File: config.mk
export PLATFORM = sky130hd
export DESIGN_NAME = interval_timer_unit
export DESIGN_NICKNAME = d
export VERILOG_FILES = /design/src/common/interval_timer_pkg.sv /design/src/verilog/interval_timer_unit.sv
export SDC_FILE = /design/constraint.sdc
export NUM_CORES = 1
export LEC_CHECK = 0
export ABC_AREA = 1
export BUFFER_PORTS_ARGS = -buffer_cell sky130_fd_sc_hd__buf_2
export CELL_PAD_IN_SITES_DETAIL_PLACEMENT = 1
export CELL_PAD_IN_SITES_GLOBAL_PLACEMENT = 2
export CORE_ASPECT_RATIO = 0.9
export CORE_MARGIN = 5
export CORE_UTILIZATION = 33
export CTS_CLUSTER_DIAMETER = 30
export CTS_CLUSTER_SIZE = 40
export DETAILED_ROUTE_END_ITERATION = 10
export PLACE_DENSITY = 0.87
export SLEW_MARGIN = 10
export SYNTH_ARGS = -nofsm -noshare
export SYNTH_HDL_FRONTEND = slang
export SYNTH_SLANG_ARGS = --single-unit
File: constraint.sdc
create_clock -name clk_sys -period 4.6 [get_ports clk_sys]
set_clock_uncertainty 0.1 [all_clocks]
set_input_delay 0.46 -clock clk_sys [delete_from_list [all_inputs] [get_ports clk_sys]]
set_output_delay 0.46 -clock clk_sys [all_outputs]
set_load 0.01 [all_outputs]
File: src/common/interval_timer_pkg.sv
// Constants, register map and state types of the two-channel interval timer unit.
package interval_timer_pkg;

  // ----------------------------------------------------------------------
  // Register map
  // ----------------------------------------------------------------------
  localparam logic [31:0] OFS_BASE       = 32'hFFFF83D0;
  localparam logic [31:0] OFS_RUN        = 32'hFFFF83D0;
  localparam logic [31:0] OFS_CSR0       = 32'hFFFF83D2;
  localparam logic [31:0] OFS_CNT0       = 32'hFFFF83D4;
  localparam logic [31:0] OFS_COR0       = 32'hFFFF83D6;
  localparam logic [31:0] OFS_CSR1       = 32'hFFFF83D8;
  localparam logic [31:0] OFS_CNT1       = 32'hFFFF83DA;
  localparam logic [31:0] OFS_COR1       = 32'hFFFF83DC;
  localparam logic [31:0] OFS_IRQ_STATUS = 32'hFFFF83E0;
  localparam logic [31:0] OFS_IRQ_MASK   = 32'hFFFF83E2;

  // Byte address on the bus is four times the byte offset counted from the base.
  localparam int unsigned ADDR_W = 7;
  localparam logic [6:0] ADR_RUN  = 7'((OFS_RUN - OFS_BASE) * 4);
  localparam logic [6:0] ADR_STAT = 7'((OFS_IRQ_STATUS - OFS_BASE) * 4);
  localparam logic [6:0] ADR_MASK = 7'((OFS_IRQ_MASK - OFS_BASE) * 4);
  localparam logic [1:0][6:0] ADR_CSR = {7'((OFS_CSR1 - OFS_BASE) * 4), 7'((OFS_CSR0 - OFS_BASE) * 4)};
  localparam logic [1:0][6:0] ADR_CNT = {7'((OFS_CNT1 - OFS_BASE) * 4), 7'((OFS_CNT0 - OFS_BASE) * 4)};
  localparam logic [1:0][6:0] ADR_COR = {7'((OFS_COR1 - OFS_BASE) * 4), 7'((OFS_COR0 - OFS_BASE) * 4)};

  // ----------------------------------------------------------------------
  // Fields and reset values
  // ----------------------------------------------------------------------
  localparam int unsigned CSR_FLAG_BIT = 7;
  localparam int unsigned CSR_IE_BIT   = 6;
  localparam logic [15:0] CNT_RST      = 16'h0000;
  localparam logic [15:0] COR_RST      = 16'hFFFF;

  // Clock select codes and prescaler tap masks.
  localparam logic [1:0] CKS_DIV8   = 2'h0;
  localparam logic [1:0] CKS_DIV32  = 2'h1;
  localparam logic [1:0] CKS_DIV128 = 2'h2;
  localparam logic [1:0] CKS_DIV512 = 2'h3;
  localparam logic [8:0] TAP_DIV8   = 9'h007;
  localparam logic [8:0] TAP_DIV32  = 9'h01F;
  localparam logic [8:0] TAP_DIV128 = 9'h07F;
  localparam logic [8:0] TAP_DIV512 = 9'h1FF;

  // ----------------------------------------------------------------------
  // Types
  // ----------------------------------------------------------------------
  typedef enum logic [1:0] {
    BUS_IDLE = 2'b01,
    BUS_DONE = 2'b10
  } bus_state_t;

  typedef struct packed {
    logic [15:0] cnt;
    logic [15:0] cor;
    logic        flag;
    logic        ie;
    logic [1:0]  cks;
    logic        seen;
  } chan_t;

  typedef struct packed {
    bus_state_t      bus_st;
    logic [31:0]     rdata;
    logic [8:0]      pre;
    logic [1:0]      run;
    chan_t [1:0]     ch;
    logic [1:0]      irq_status;
    logic [1:0]      irq_mask;
    logic [1:0]      ch_irq;
    logic            irq;
  } state_t;

endpackage

File: src/verilog/interval_timer_unit.sv
// Two-channel compare match interval timer with an Avalon-MM register slave.
module interval_timer_unit
  import interval_timer_pkg::*;
(
  input  wire logic              clk_sys,
  input  wire logic              reset,
  input  wire logic              standby,
  input  wire logic [ADDR_W-1:0] avs_address,
  input  wire logic              avs_read,
  input  wire logic              avs_write,
  input  wire logic [31:0]       avs_writedata,
  input  wire logic [3:0]        avs_byteenable,
  output logic      [31:0]       avs_readdata,
  output logic                   avs_waitrequest,
  output logic      [1:0]        match_irq,
  output logic                   irq
);

  // ----------------------------------------------------------------------
  // State and next state
  // ----------------------------------------------------------------------
  state_t      st_ff;
  state_t      nxt_st;
  logic [31:0] rd_mux;
  logic        wr_done;
  logic        rd_done;
  logic [1:0]  tick_w;
  logic [1:0]  match_w;
  logic [1:0]  cnt_we_lo;
  logic [1:0]  cnt_we_hi;
  logic [8:0]  tap_w [2];

  // Merges the enabled bytes of a write into a 16-bit register value.
  function automatic logic [15:0] merge16(input logic [15:0] old_v,
                                          input logic [15:0] wd,
                                          input logic [1:0]  be);
    merge16 = {be[1] ? wd[15:8] : old_v[15:8], be[0] ? wd[7:0] : old_v[7:0]};
  endfunction

  // ----------------------------------------------------------------------
  // Next-state logic
  // ----------------------------------------------------------------------

  // Computes the whole next state from the current state, the bus and standby.
  always_comb begin
    nxt_st = st_ff;
    rd_mux = 32'h00000000;
    wr_done = avs_write && (st_ff.bus_st == BUS_DONE);
    rd_done = avs_read && (st_ff.bus_st == BUS_DONE);
    tick_w = 2'b00;
    match_w = 2'b00;
    cnt_we_lo = 2'b00;
    cnt_we_hi = 2'b00;
    tap_w[0] = TAP_DIV8;
    tap_w[1] = TAP_DIV8;

    // Read data; registers are 16 bits wide and reserved bits read 0.
    if (avs_address == ADR_RUN) begin
      rd_mux = {30'h00000000, st_ff.run};
    end
    if (avs_address == ADR_STAT) begin
      rd_mux = {30'h00000000, st_ff.irq_status};
    end
    if (avs_address == ADR_MASK) begin
      rd_mux = {30'h00000000, st_ff.irq_mask};
    end
    for (int i = 0; i < 2; i++) begin
      if (avs_address == ADR_CSR[i]) begin
        rd_mux = {24'h000000, st_ff.ch[i].flag, st_ff.ch[i].ie, 4'h0, st_ff.ch[i].cks};
      end
      if (avs_address == ADR_CNT[i]) begin
        rd_mux = {16'h0000, st_ff.ch[i].cnt};
      end
      if (avs_address == ADR_COR[i]) begin
        rd_mux = {16'h0000, st_ff.ch[i].cor};
      end
    end

    // Bus handshake: one wait cycle, then the access completes.
    case (st_ff.bus_st)
      BUS_IDLE: begin
        if (avs_read || avs_write) begin
          nxt_st.bus_st = BUS_DONE;
          nxt_st.rdata = rd_mux;
        end
      end
      BUS_DONE: begin
        nxt_st.bus_st = BUS_IDLE;
      end
      default: begin
        nxt_st.bus_st = BUS_IDLE;
      end
    endcase

    // Free-running prescaler shared by both channels.
    nxt_st.pre = st_ff.pre + 9'h001;

    // Run select and interrupt mask writes through the low byte lane.
    if (wr_done && avs_byteenable[0] && (avs_address == ADR_RUN)) begin
      nxt_st.run = avs_writedata[1:0];
    end
    if (wr_done && avs_byteenable[0] && (avs_address == ADR_MASK)) begin
      nxt_st.irq_mask = avs_writedata[1:0];
    end
    if (wr_done && avs_byteenable[0] && (avs_address == ADR_STAT)) begin
      nxt_st.irq_status = st_ff.irq_status & ~avs_writedata[1:0];
    end

    // Each channel runs on its own clock select and run bit.
    for (int i = 0; i < 2; i++) begin
      case (st_ff.ch[i].cks)
        CKS_DIV8:   tap_w[i] = TAP_DIV8;
        CKS_DIV32:  tap_w[i] = TAP_DIV32;
        CKS_DIV128: tap_w[i] = TAP_DIV128;
        CKS_DIV512: tap_w[i] = TAP_DIV512;
        default:    tap_w[i] = TAP_DIV8;
      endcase
      tick_w[i] = st_ff.run[i] && ((st_ff.pre & tap_w[i]) == tap_w[i]);
      match_w[i] = tick_w[i] && (st_ff.ch[i].cnt == st_ff.ch[i].cor);
      cnt_we_lo[i] = wr_done && (avs_address == ADR_CNT[i]) && avs_byteenable[0];
      cnt_we_hi[i] = wr_done && (avs_address == ADR_CNT[i]) && avs_byteenable[1];

      // Counter: match clear beats write, write beats increment.
      if (match_w[i]) begin
        nxt_st.ch[i].cnt = CNT_RST;
      end else if (cnt_we_lo[i] || cnt_we_hi[i]) begin
        nxt_st.ch[i].cnt = merge16(st_ff.ch[i].cnt, avs_writedata[15:0],
                                   {cnt_we_hi[i], cnt_we_lo[i]});
      end else if (tick_w[i]) begin
        nxt_st.ch[i].cnt = st_ff.ch[i].cnt + 16'h0001;
      end

      // Compare constant write by byte lanes.
      if (wr_done && (avs_address == ADR_COR[i])) begin
        nxt_st.ch[i].cor = merge16(st_ff.ch[i].cor, avs_writedata[15:0], avs_byteenable[1:0]);
      end

      // A read that returned the flag as 1 arms the clear.
      if (rd_done && (avs_address == ADR_CSR[i]) && st_ff.rdata[CSR_FLAG_BIT]) begin
        nxt_st.ch[i].seen = 1'b1;
      end

      // Control/status write; only a 0 after an armed read clears the flag.
      if (wr_done && (avs_address == ADR_CSR[i]) && avs_byteenable[0]) begin
        nxt_st.ch[i].ie = avs_writedata[CSR_IE_BIT];
        nxt_st.ch[i].cks = avs_writedata[1:0];
        if (!avs_writedata[CSR_FLAG_BIT] && st_ff.ch[i].seen) begin
          nxt_st.ch[i].flag = 1'b0;
          nxt_st.ch[i].seen = 1'b0;
        end
      end

      // A match sets the flag and the sticky status; the set wins over a clear.
      if (match_w[i]) begin
        nxt_st.ch[i].flag = 1'b1;
        nxt_st.irq_status[i] = 1'b1;
      end
    end

    // Standby puts run select and the channel registers back to their initial values; status and mask keep theirs.
    if (standby) begin
      nxt_st.run = 2'b00;
      for (int i = 0; i < 2; i++) begin
        nxt_st.ch[i].cnt = CNT_RST;
        nxt_st.ch[i].cor = COR_RST;
        nxt_st.ch[i].flag = 1'b0;
        nxt_st.ch[i].ie = 1'b0;
        nxt_st.ch[i].cks = CKS_DIV8;
        nxt_st.ch[i].seen = 1'b0;
      end
    end

    // Per-channel requests and the combined masked interrupt.
    for (int i = 0; i < 2; i++) begin
      nxt_st.ch_irq[i] = nxt_st.ch[i].flag && nxt_st.ch[i].ie;
    end
    nxt_st.irq = |(nxt_st.irq_status & nxt_st.irq_mask);
  end

  // ----------------------------------------------------------------------
  // State register
  // ----------------------------------------------------------------------

  // Registers the state; reset loads the initial register values.
  always_ff @(posedge clk_sys or posedge reset) begin
    if (reset) begin
      st_ff <= '0;
      st_ff.bus_st <= BUS_IDLE;
      st_ff.ch[0].cor <= COR_RST;
      st_ff.ch[1].cor <= COR_RST;
    end else begin
      st_ff <= nxt_st;
    end
  end

  // Outputs come straight from state flip-flops.
  assign avs_readdata    = st_ff.rdata;
  assign avs_waitrequest = st_ff.bus_st[0];
  assign match_irq       = st_ff.ch_irq;
  assign irq             = st_ff.irq;

  for (genvar g = 0; g < 2; g++) begin : g_chk

  end
endmodule

==> results by group, run 1 <==
Die
  – Row count: 51
  – CORE AREA: 21,600 µm²
  – Die Span X: 166 µm
  – Height of the chip: 150 µm
  – Die area: 24,900 µm²
  – I/O pins: 84
  – Initial Utilization: 33.5%

Global route
  – All-Layer GR Usage: 19.3%
  – Antenna violations before repair: 0
  – Global route overflow: 0
  – Largest net degree at the start of global routing: 60
  – Vias in the first global route: 6,774
  – First-pass GRT wire length: 37,900 µm

CTS
  – Max H-tree Level: 3
  – CTS tree: yes
  – Root buffer cell: clkbuf_16
  – Clock buffer depth: 2
  – Hold-fix buffers at CTS: 0
  – Worst-skew pair later-pin latency: 370 ps
  – CTS clk-pin slew, worst paths: 90 ps
  – TritonCTS buffer count: 9
  – Clk sinks: 110
  – Setup bufs post-CTS: 0
  – Number of gates resized after cts: 0

Logic synthesis
  – Dominant cell by count in the synthesized netlist: nand2_1
  – Post-Synth Simple-Gate Area: 34.2%
  – Ys flop type: dfrtp_1
  – Xor and xnor area share after synthesis: 2.30%
  – Adder-cell share of the synthesized area: 0.520%
  – Synthesized flop and latch total: 110
  – Mapped Cells: 1,086
  – Syn_area_per_cell: 6.65 µm²
  – Top cells by area, synth: dfrtp_1, nand2_1, dfstp_2
  – Main combinational cell family by area after synthesis: simple AND/OR/NAND/NOR gates
  – Mapped Area: 7220 µm²
  – Sequential share of the synthesized area: 38.7%
  – Synth Area in Compound Gates: 11.8%
  – Asr flop ratio synth: 100%
  – Synth cell count leaders: nand2_1, nor2_1, inv_1, dfrtp_1, o21ai_0
  – Synth warn: 0
  – Post-synth cell types: 33
  – Synth top area share: 26.7%
  – Largest area contributor in the netlist: dfrtp_1
  – Post-synthesis mux area share: 0%
  – EDFF count, synth: 0

Placed design
  – Hpwl dp: 18,100 µm
  – I/O Buffers: 49
  – GPL Wtd Cong: 0.846
  – Placed insts: 1,381

Routing
  – Routed WL per cell: 16.8 µm
  – Total number of vias: 6,800
  – Final wirelength: 23,500 µm
  – DRC viols: 0
  – ANT nets after route: 0
  – Iter 0 DRT Violations: 364
  – Drt first pass iters: 5
  – Vias per cell: 4.87

STA
  – Setup total negative slack: 0 ps
  – Slew Viols, Final: 0
  – Post-route minimum period: 2530 ps
  – Normalized max-slew margin: 35.6%
  – Worst Tran Pin Value: 966 ps
  – Period utilization: 55.0%
  – Maximum operating frequency: 0.395 GHz
  – Final hold vios: 0
  – Final setup fails: 0
  – RSZ-0062 raised after global routing: no

Critical path
  – Critical path arrival: 2740 ps
  – Reg-to-Reg Start: st_ff[87]$_DFF_PP0_
  – Cell Chain, Critical Path: nand2_1 > nor2_1 > nand2_1 > nand2_1 > nand2_1 > nor2_1 > nand3_2 > nand2_1 > nand2_1 > inv_1 > nand2_1 > nand2_1
  – Slowest CP cell: nand3_2
  – Slowest Stage Delay on Critical Path: 430 ps
  – Critical-path maximum fanout: 15
  – Setup crit end: st_ff[70]$_DFFE_PP0P_
  – Reg2reg setup slack: 2070 ps
  – Critical path launch point type: flip-flop
  – CP Class: reg2reg
  – CP startpoint: st_ff[87]$_DFF_PP0_
  – Worst EP required: 4810 ps
  – Worst setup EP type: flip-flop
  – Worst R2R End: st_ff[70]$_DFFE_PP0P_
  – Most frequent CP cell: nand2_1
  – Worst R2R Path Depth: 12

Hold path
  – Min-Delay Path Class: in2async

Power and ir drop
  – P_int: 1.59 mW
  – Sequential power share: 48.4%
  – P_sw: 0.794 mW
  – Combinational power share: 17.6%
  – VDD IR max: 0.140 mV
  – Leak Pwr: 3.74 nW
  – Clock Power Share: 34.0%
  – Power per Cell Area: 306 nW/µm²
  – Sw frac: 33.3%
  – Total power: 2.38 mW

Finish
  – Share of cells above drive strength 1: 13.0%
  – Post-Layout Cell Count: 1,397
  – # fillers: 2,849
  – Area growth, synth to finish: 7.78%
  – Fin util: 36.1%
  – Fin nets: 1,152
  – Diodes inserted: 0

Outcome
  – Status: completed

Flow run
  – Max cap viols: 0
[power by group through the flow]
stage / clock [mW] / sequential [mW] / combinational, mW
after global placement: 0 / 1.17 / 0.416
after detailed placement: 0 / 1.17 / 0.426
after floorplan: 0 / 1.14 / 0.345
after CTS: 0.827 / 1.15 / 0.428
final: 0.811 / 1.15 / 0.420
after global routing: 0.873 / 1.16 / 0.487
[layer usage]
| layer | vias up | track usage (%) | part of all wire [%] |
|---|---|---|---|
| li1 | 3405 | - | - |
| met2 | 98 | 30.6 | 45 |
| met5 | - | 0 | 0 |
| met3 | 17 | 2.02 | 3.1 |
| met4 | 0 | 5.07 | 1.3 |
| met1 | 3280 | 28.2 | 50 |
[layout by cell type, fill, tap and decap left out, drive strengths merged, types with 6 or more instances in the layout]
cell type	instances
o211ai	6
clkbuf	9
xor2	17
nand4	25
nand3	38
a21oi	50
dfstp	33
conb	16
nor2	149
nand2	388
buf	54
o21ai	96
o22ai	7
dfrtp	77
inv	126
[state kept, by name, indices dropped and copies added (netlist names)]
register	flops
irq	1
match_irq	2
avs_waitrequest	1
avs_readdata	16
st_ff	90
[stage by stage]
| stage | hold slack [ps] | area [µm²] | worst slack, ps |
|---|---|---|---|
| after floorplan | 322 | 7280 | 1190 |
| after global placement | 342 | 7490 | 1920 |
| after global routing | 167 | 7780 | 1810 |
| after CTS | 155 | 7780 | 2080 |
| final | 106 | 7780 | 2070 |
| after detailed placement | 360 | 7490 | 1880 |
[worst max-delay path: cells and delay by family, from the launching register on]
| family | cells | cell delay (ps) |
|---|---|---|
| buffers and inverters | 1 | 240 |
| DFF | 1 | 380 |
| and+or+nand+nor | 11 | 1740 |
[logic make-up (layout without fill, tap and decap cells)]
| group | count (synthesis) | after routing |
|---|---|---|
| adders and majority gates | 3 | 3 |
| xor gates and xnor gates | 19 | 19 |
| DFF | 110 | 110 |
| and+or+nand+nor | 605 | 605 |
| buffers and inverters | 188 | 193 |
| other | 1 | 16 |
| AOI/OAI and AO/OA | 160 | 160 |
[layout make-up]
| class | count | area (µm²) | share of cell area [%] |
|---|---|---|---|
| timing repair buffer | 54 | 283 | 3.63 |
| tap | 291 | 364 | 4.68 |
| clock buffer | 9 | 225 | 2.89 |
| multi-input combinational | 803 | 3590 | 46.1 |
| inverter | 123 | 464 | 5.96 |
| sequential | 110 | 2790 | 35.9 |
| clock inverter | 7 | 62.6 | 0.804 |
[how the worst min path moves through the flow]
stage,start,endpoint,depth (start not counted)
finish,reset,st_ff[86]$_DFF_PP0_,2
global route,reset,st_ff[86]$_DFF_PP0_,2
CTS,reset,st_ff[86]$_DFF_PP0_,2
detailed placement,avs_readdata[3]$_DFFE_PP0P_,avs_readdata[3]$_DFFE_PP0P_,2
global placement,st_ff[83]$_DFF_PP0_,st_ff[83]$_DFF_PP0_,1
floorplan,st_ff[83]$_DFF_PP0_,st_ff[83]$_DFF_PP0_,1
(Power assumes the default switching activity.)
==> inputs of run 2 (changes only) <==
- CORE_UTILIZATION: 33 -> 29
- PLACE_DENSITY: 0.87 -> 0.82
- clock period: 4.6 -> 2.2 ns (I/O delays scaled with it)
==> results by group, run 2 (synthesized netlist as in run 1, its figures left out) <==
Finish
  – Post-Layout Cell Count: 1,477 (was 1,397)
  – Fin nets: 1,187 (was 1,152)
  – Most common cell after layout, fill and taps aside: nand2_1 (unchanged)
  – Max reg flops: 90 (unchanged)
  – Post-route cell area: 8150 µm² (was 7780 µm²)
  – Diodes inserted: 0 (unchanged)
  – Share of cells above drive strength 1: 15.9% (was 13.0%)
  – Fin util: 33.4% (was 36.1%)
  – Largest Register: st_ff (unchanged)
  – Most frequent cells in the layout: nand2_1, nor2_1, inv_1, dfrtp_1, o21ai_0 (unchanged)
  – Area growth, synth to finish: 12.9% (was 7.78%)

CTS
  – CTS tree: yes (unchanged)
  – Clock buffer depth: 2 (unchanged)
  – Root buffer cell: clkbuf_16 (unchanged)
  – Max H-tree Level: 3 (unchanged)
  – TritonCTS buffer count: 9 (unchanged)
  – CTS clk-pin slew, worst paths: 80 ps (was 90 ps)
  – Setup bufs post-CTS: 0 (unchanged)
  – Worst-skew pair later-pin latency: 360 ps (was 370 ps)
  – Clk sinks: 110 (unchanged)

Routing
  – ANT nets after route: 0 (unchanged)
  – Routed WL per cell: 16.7 µm (was 16.8 µm)
  – Total number of vias: 6,986 (was 6,800)
  – Final wirelength: 24,700 µm (was 23,500 µm)
  – Iter 0 DRT Violations: 372 (was 364)
  – Vias per cell: 4.73 (was 4.87)
  – DRC viols: 0 (unchanged)
  – Drt first pass iters: 4 (was 5)

Global route
  – Antenna violations before repair: 0 (unchanged)
  – Top Usage Layer GRT: met2 (unchanged)
  – Met3 usage: 1.68% (was 2.02%)
  – Global route overflow: 0 (unchanged)
  – All-Layer GR Usage: 17.8% (was 19.3%)
  – GRT met1 Usage: 26.3% (was 28.2%)
  – Vias in the first global route: 7,024 (was 6,774)
  – Largest net degree at the start of global routing: 111 (was 60)
  – M2 GR Usage: 28.2% (was 30.6%)
  – First-pass GRT wire length: 39,800 µm (was 37,900 µm)

STA
  – Maximum operating frequency: 0.496 GHz (was 0.395 GHz)
  – Worst Tran Pin Value: 738 ps (was 966 ps)
  – Final hold vios: 0 (unchanged)
  – RSZ-0062 raised after global routing: yes (was no)
  – Normalized max-slew margin: 50.6% (was 35.6%)
  – Final setup fails: 0 (unchanged)
  – Slew Viols, Final: 0 (unchanged)
  – Post-route minimum period: 2020 ps (was 2530 ps)
  – Period utilization: 91.7% (was 55.0%)

Critical path
  – Critical path arrival: 2170 ps (was 2740 ps)
  – CP Class: reg2reg (unchanged)
  – Worst setup EP type: flip-flop (unchanged)
  – Worst R2R Path Depth: 12 (unchanged)
  – Critical path launch point type: flip-flop (unchanged)
  – Worst EP required: 2350 ps (was 4810 ps)
  – Critical-path maximum fanout: 16 (was 15)

Placed design
  – I/O Buffers: 49 (unchanged)
  – GPL Wtd Cong: 0.845 (was 0.846)
  – Hpwl dp: 19,000 µm (was 18,100 µm)
  – Area after DPL: 7830 µm² (was 7490 µm²)
  – Placed insts: 1,460 (was 1,381)

Die
  – Height of the chip: 160 µm (was 150 µm)
  – I/O pins: 84 (unchanged)
  – Row count: 54 (was 51)
  – CORE AREA: 24,400 µm² (was 21,600 µm²)
  – Initial Utilization: 29.6% (was 33.5%)
  – Die area: 28,200 µm² (was 24,900 µm²)
  – Die Span X: 176 µm (was 166 µm)

Power and ir drop
  – Leak Pwr: 3.92 nW (was 3.74 nW)
  – Sequential power share: 47.5% (was 48.4%)
  – Power per Cell Area: 617 nW/µm² (was 306 nW/µm²)
  – P_sw: 1.64 mW (was 0.794 mW)
  – Clock Power Share: 33.3% (was 34.0%)
  – Combinational power share: 19.2% (was 17.6%)
  – VDD IR max: 0.387 mV (was 0.140 mV)
  – Sw frac: 32.6% (was 33.3%)
  – P_int: 3.39 mW (was 1.59 mW)

Flow run
  – Max cap viols: 0 (unchanged)

Hold path
  – Min-Delay Path Class: in2reg (was in2async)
  – Hold Path Stages: 2

Outcome
  – Status: completed (unchanged)
## run 2: area by class of cell
class | count | area [µm²]
clock buffers | 10 | 239
clock inverters | 6 | 56.3
repair buffers | 89 | 573
flip-flops and latches | 110 | 2800
fillers | 3117 | 16200
multi-input cells | 803 | 3600
well taps | 336 | 420
inverters | 123 | 465
## run 2: critical path: stages, from the launching register on
cell,delay (ps)
dfrtp_1,410
ha_1,230
nand2_1,130
inv_1,90
nand3_1,80
nor2_1,60
buf_4,150
nor3_1,210
inv_2,100
nand2_4,180
inv_1,60
nand2_1,60
nand2_1,40
## run 2: what timing repair did
item,4_1_cts,5_1_grt
endpoints found under the hold margin,77,0
endpoints found under the setup margin,0,21
hold buffers,1,0
gates resized for setup,0,5
## run 2: power groups by stage
stage / Clock [mW] / Sequential [mW] / Combinational, mW
after floorplan: 0 / 2.39 / 0.721
after global placement: 0 / 2.42 / 0.947
after detailed placement: 0 / 2.43 / 0.970
after CTS: 1.75 / 2.39 / 0.980
after global routing: 1.82 / 2.42 / 1.10
final: 1.68 / 2.39 / 0.965
## run 2: through the flow
stage | hold WS (ps) | total power, mW | TNS [ps] | worst slack (ps)
floorplan | 292 | 3.11 | 0 | 445
global placement | 341 | 3.37 | 0 | 119
detailed placement | 361 | 3.40 | 0 | 64.2
CTS | 27.6 | 5.12 | 0 | 43.4
global route | 53.9 | 5.33 | -91.4 | -38.4
finish | 37.3 | 5.03 | 0 | 183
## run 2: final timing paths
| kind | to | slack (ps) | from |
|---|---|---|---|
| max in group asynchronous | st_ff[71]$_DFFE_PP0P_ | 1030 | reset |
| min | avs_waitrequest$_DFFE_PP1P_ | 40 | avs_read |
| min reg2reg | st_ff[87]$_DFF_PP0_ | 380 | st_ff[87]$_DFF_PP0_ |
| max | st_ff[36]$_DFFE_PP0P_ | 180 | st_ff[83]$_DFF_PP0_ |
| max reg2reg | st_ff[36]$_DFFE_PP0P_ | 180 | st_ff[83]$_DFF_PP0_ |
| min in group asynchronous | avs_readdata[7]$_DFFE_PP0P_ | 470 | reset |
## run 2: layer usage
metal	vias up	wire, µm
met1	3412	12400
met2	96	11200
met5	-	0
li1	3464	-
met3	14	851
met4	0	273
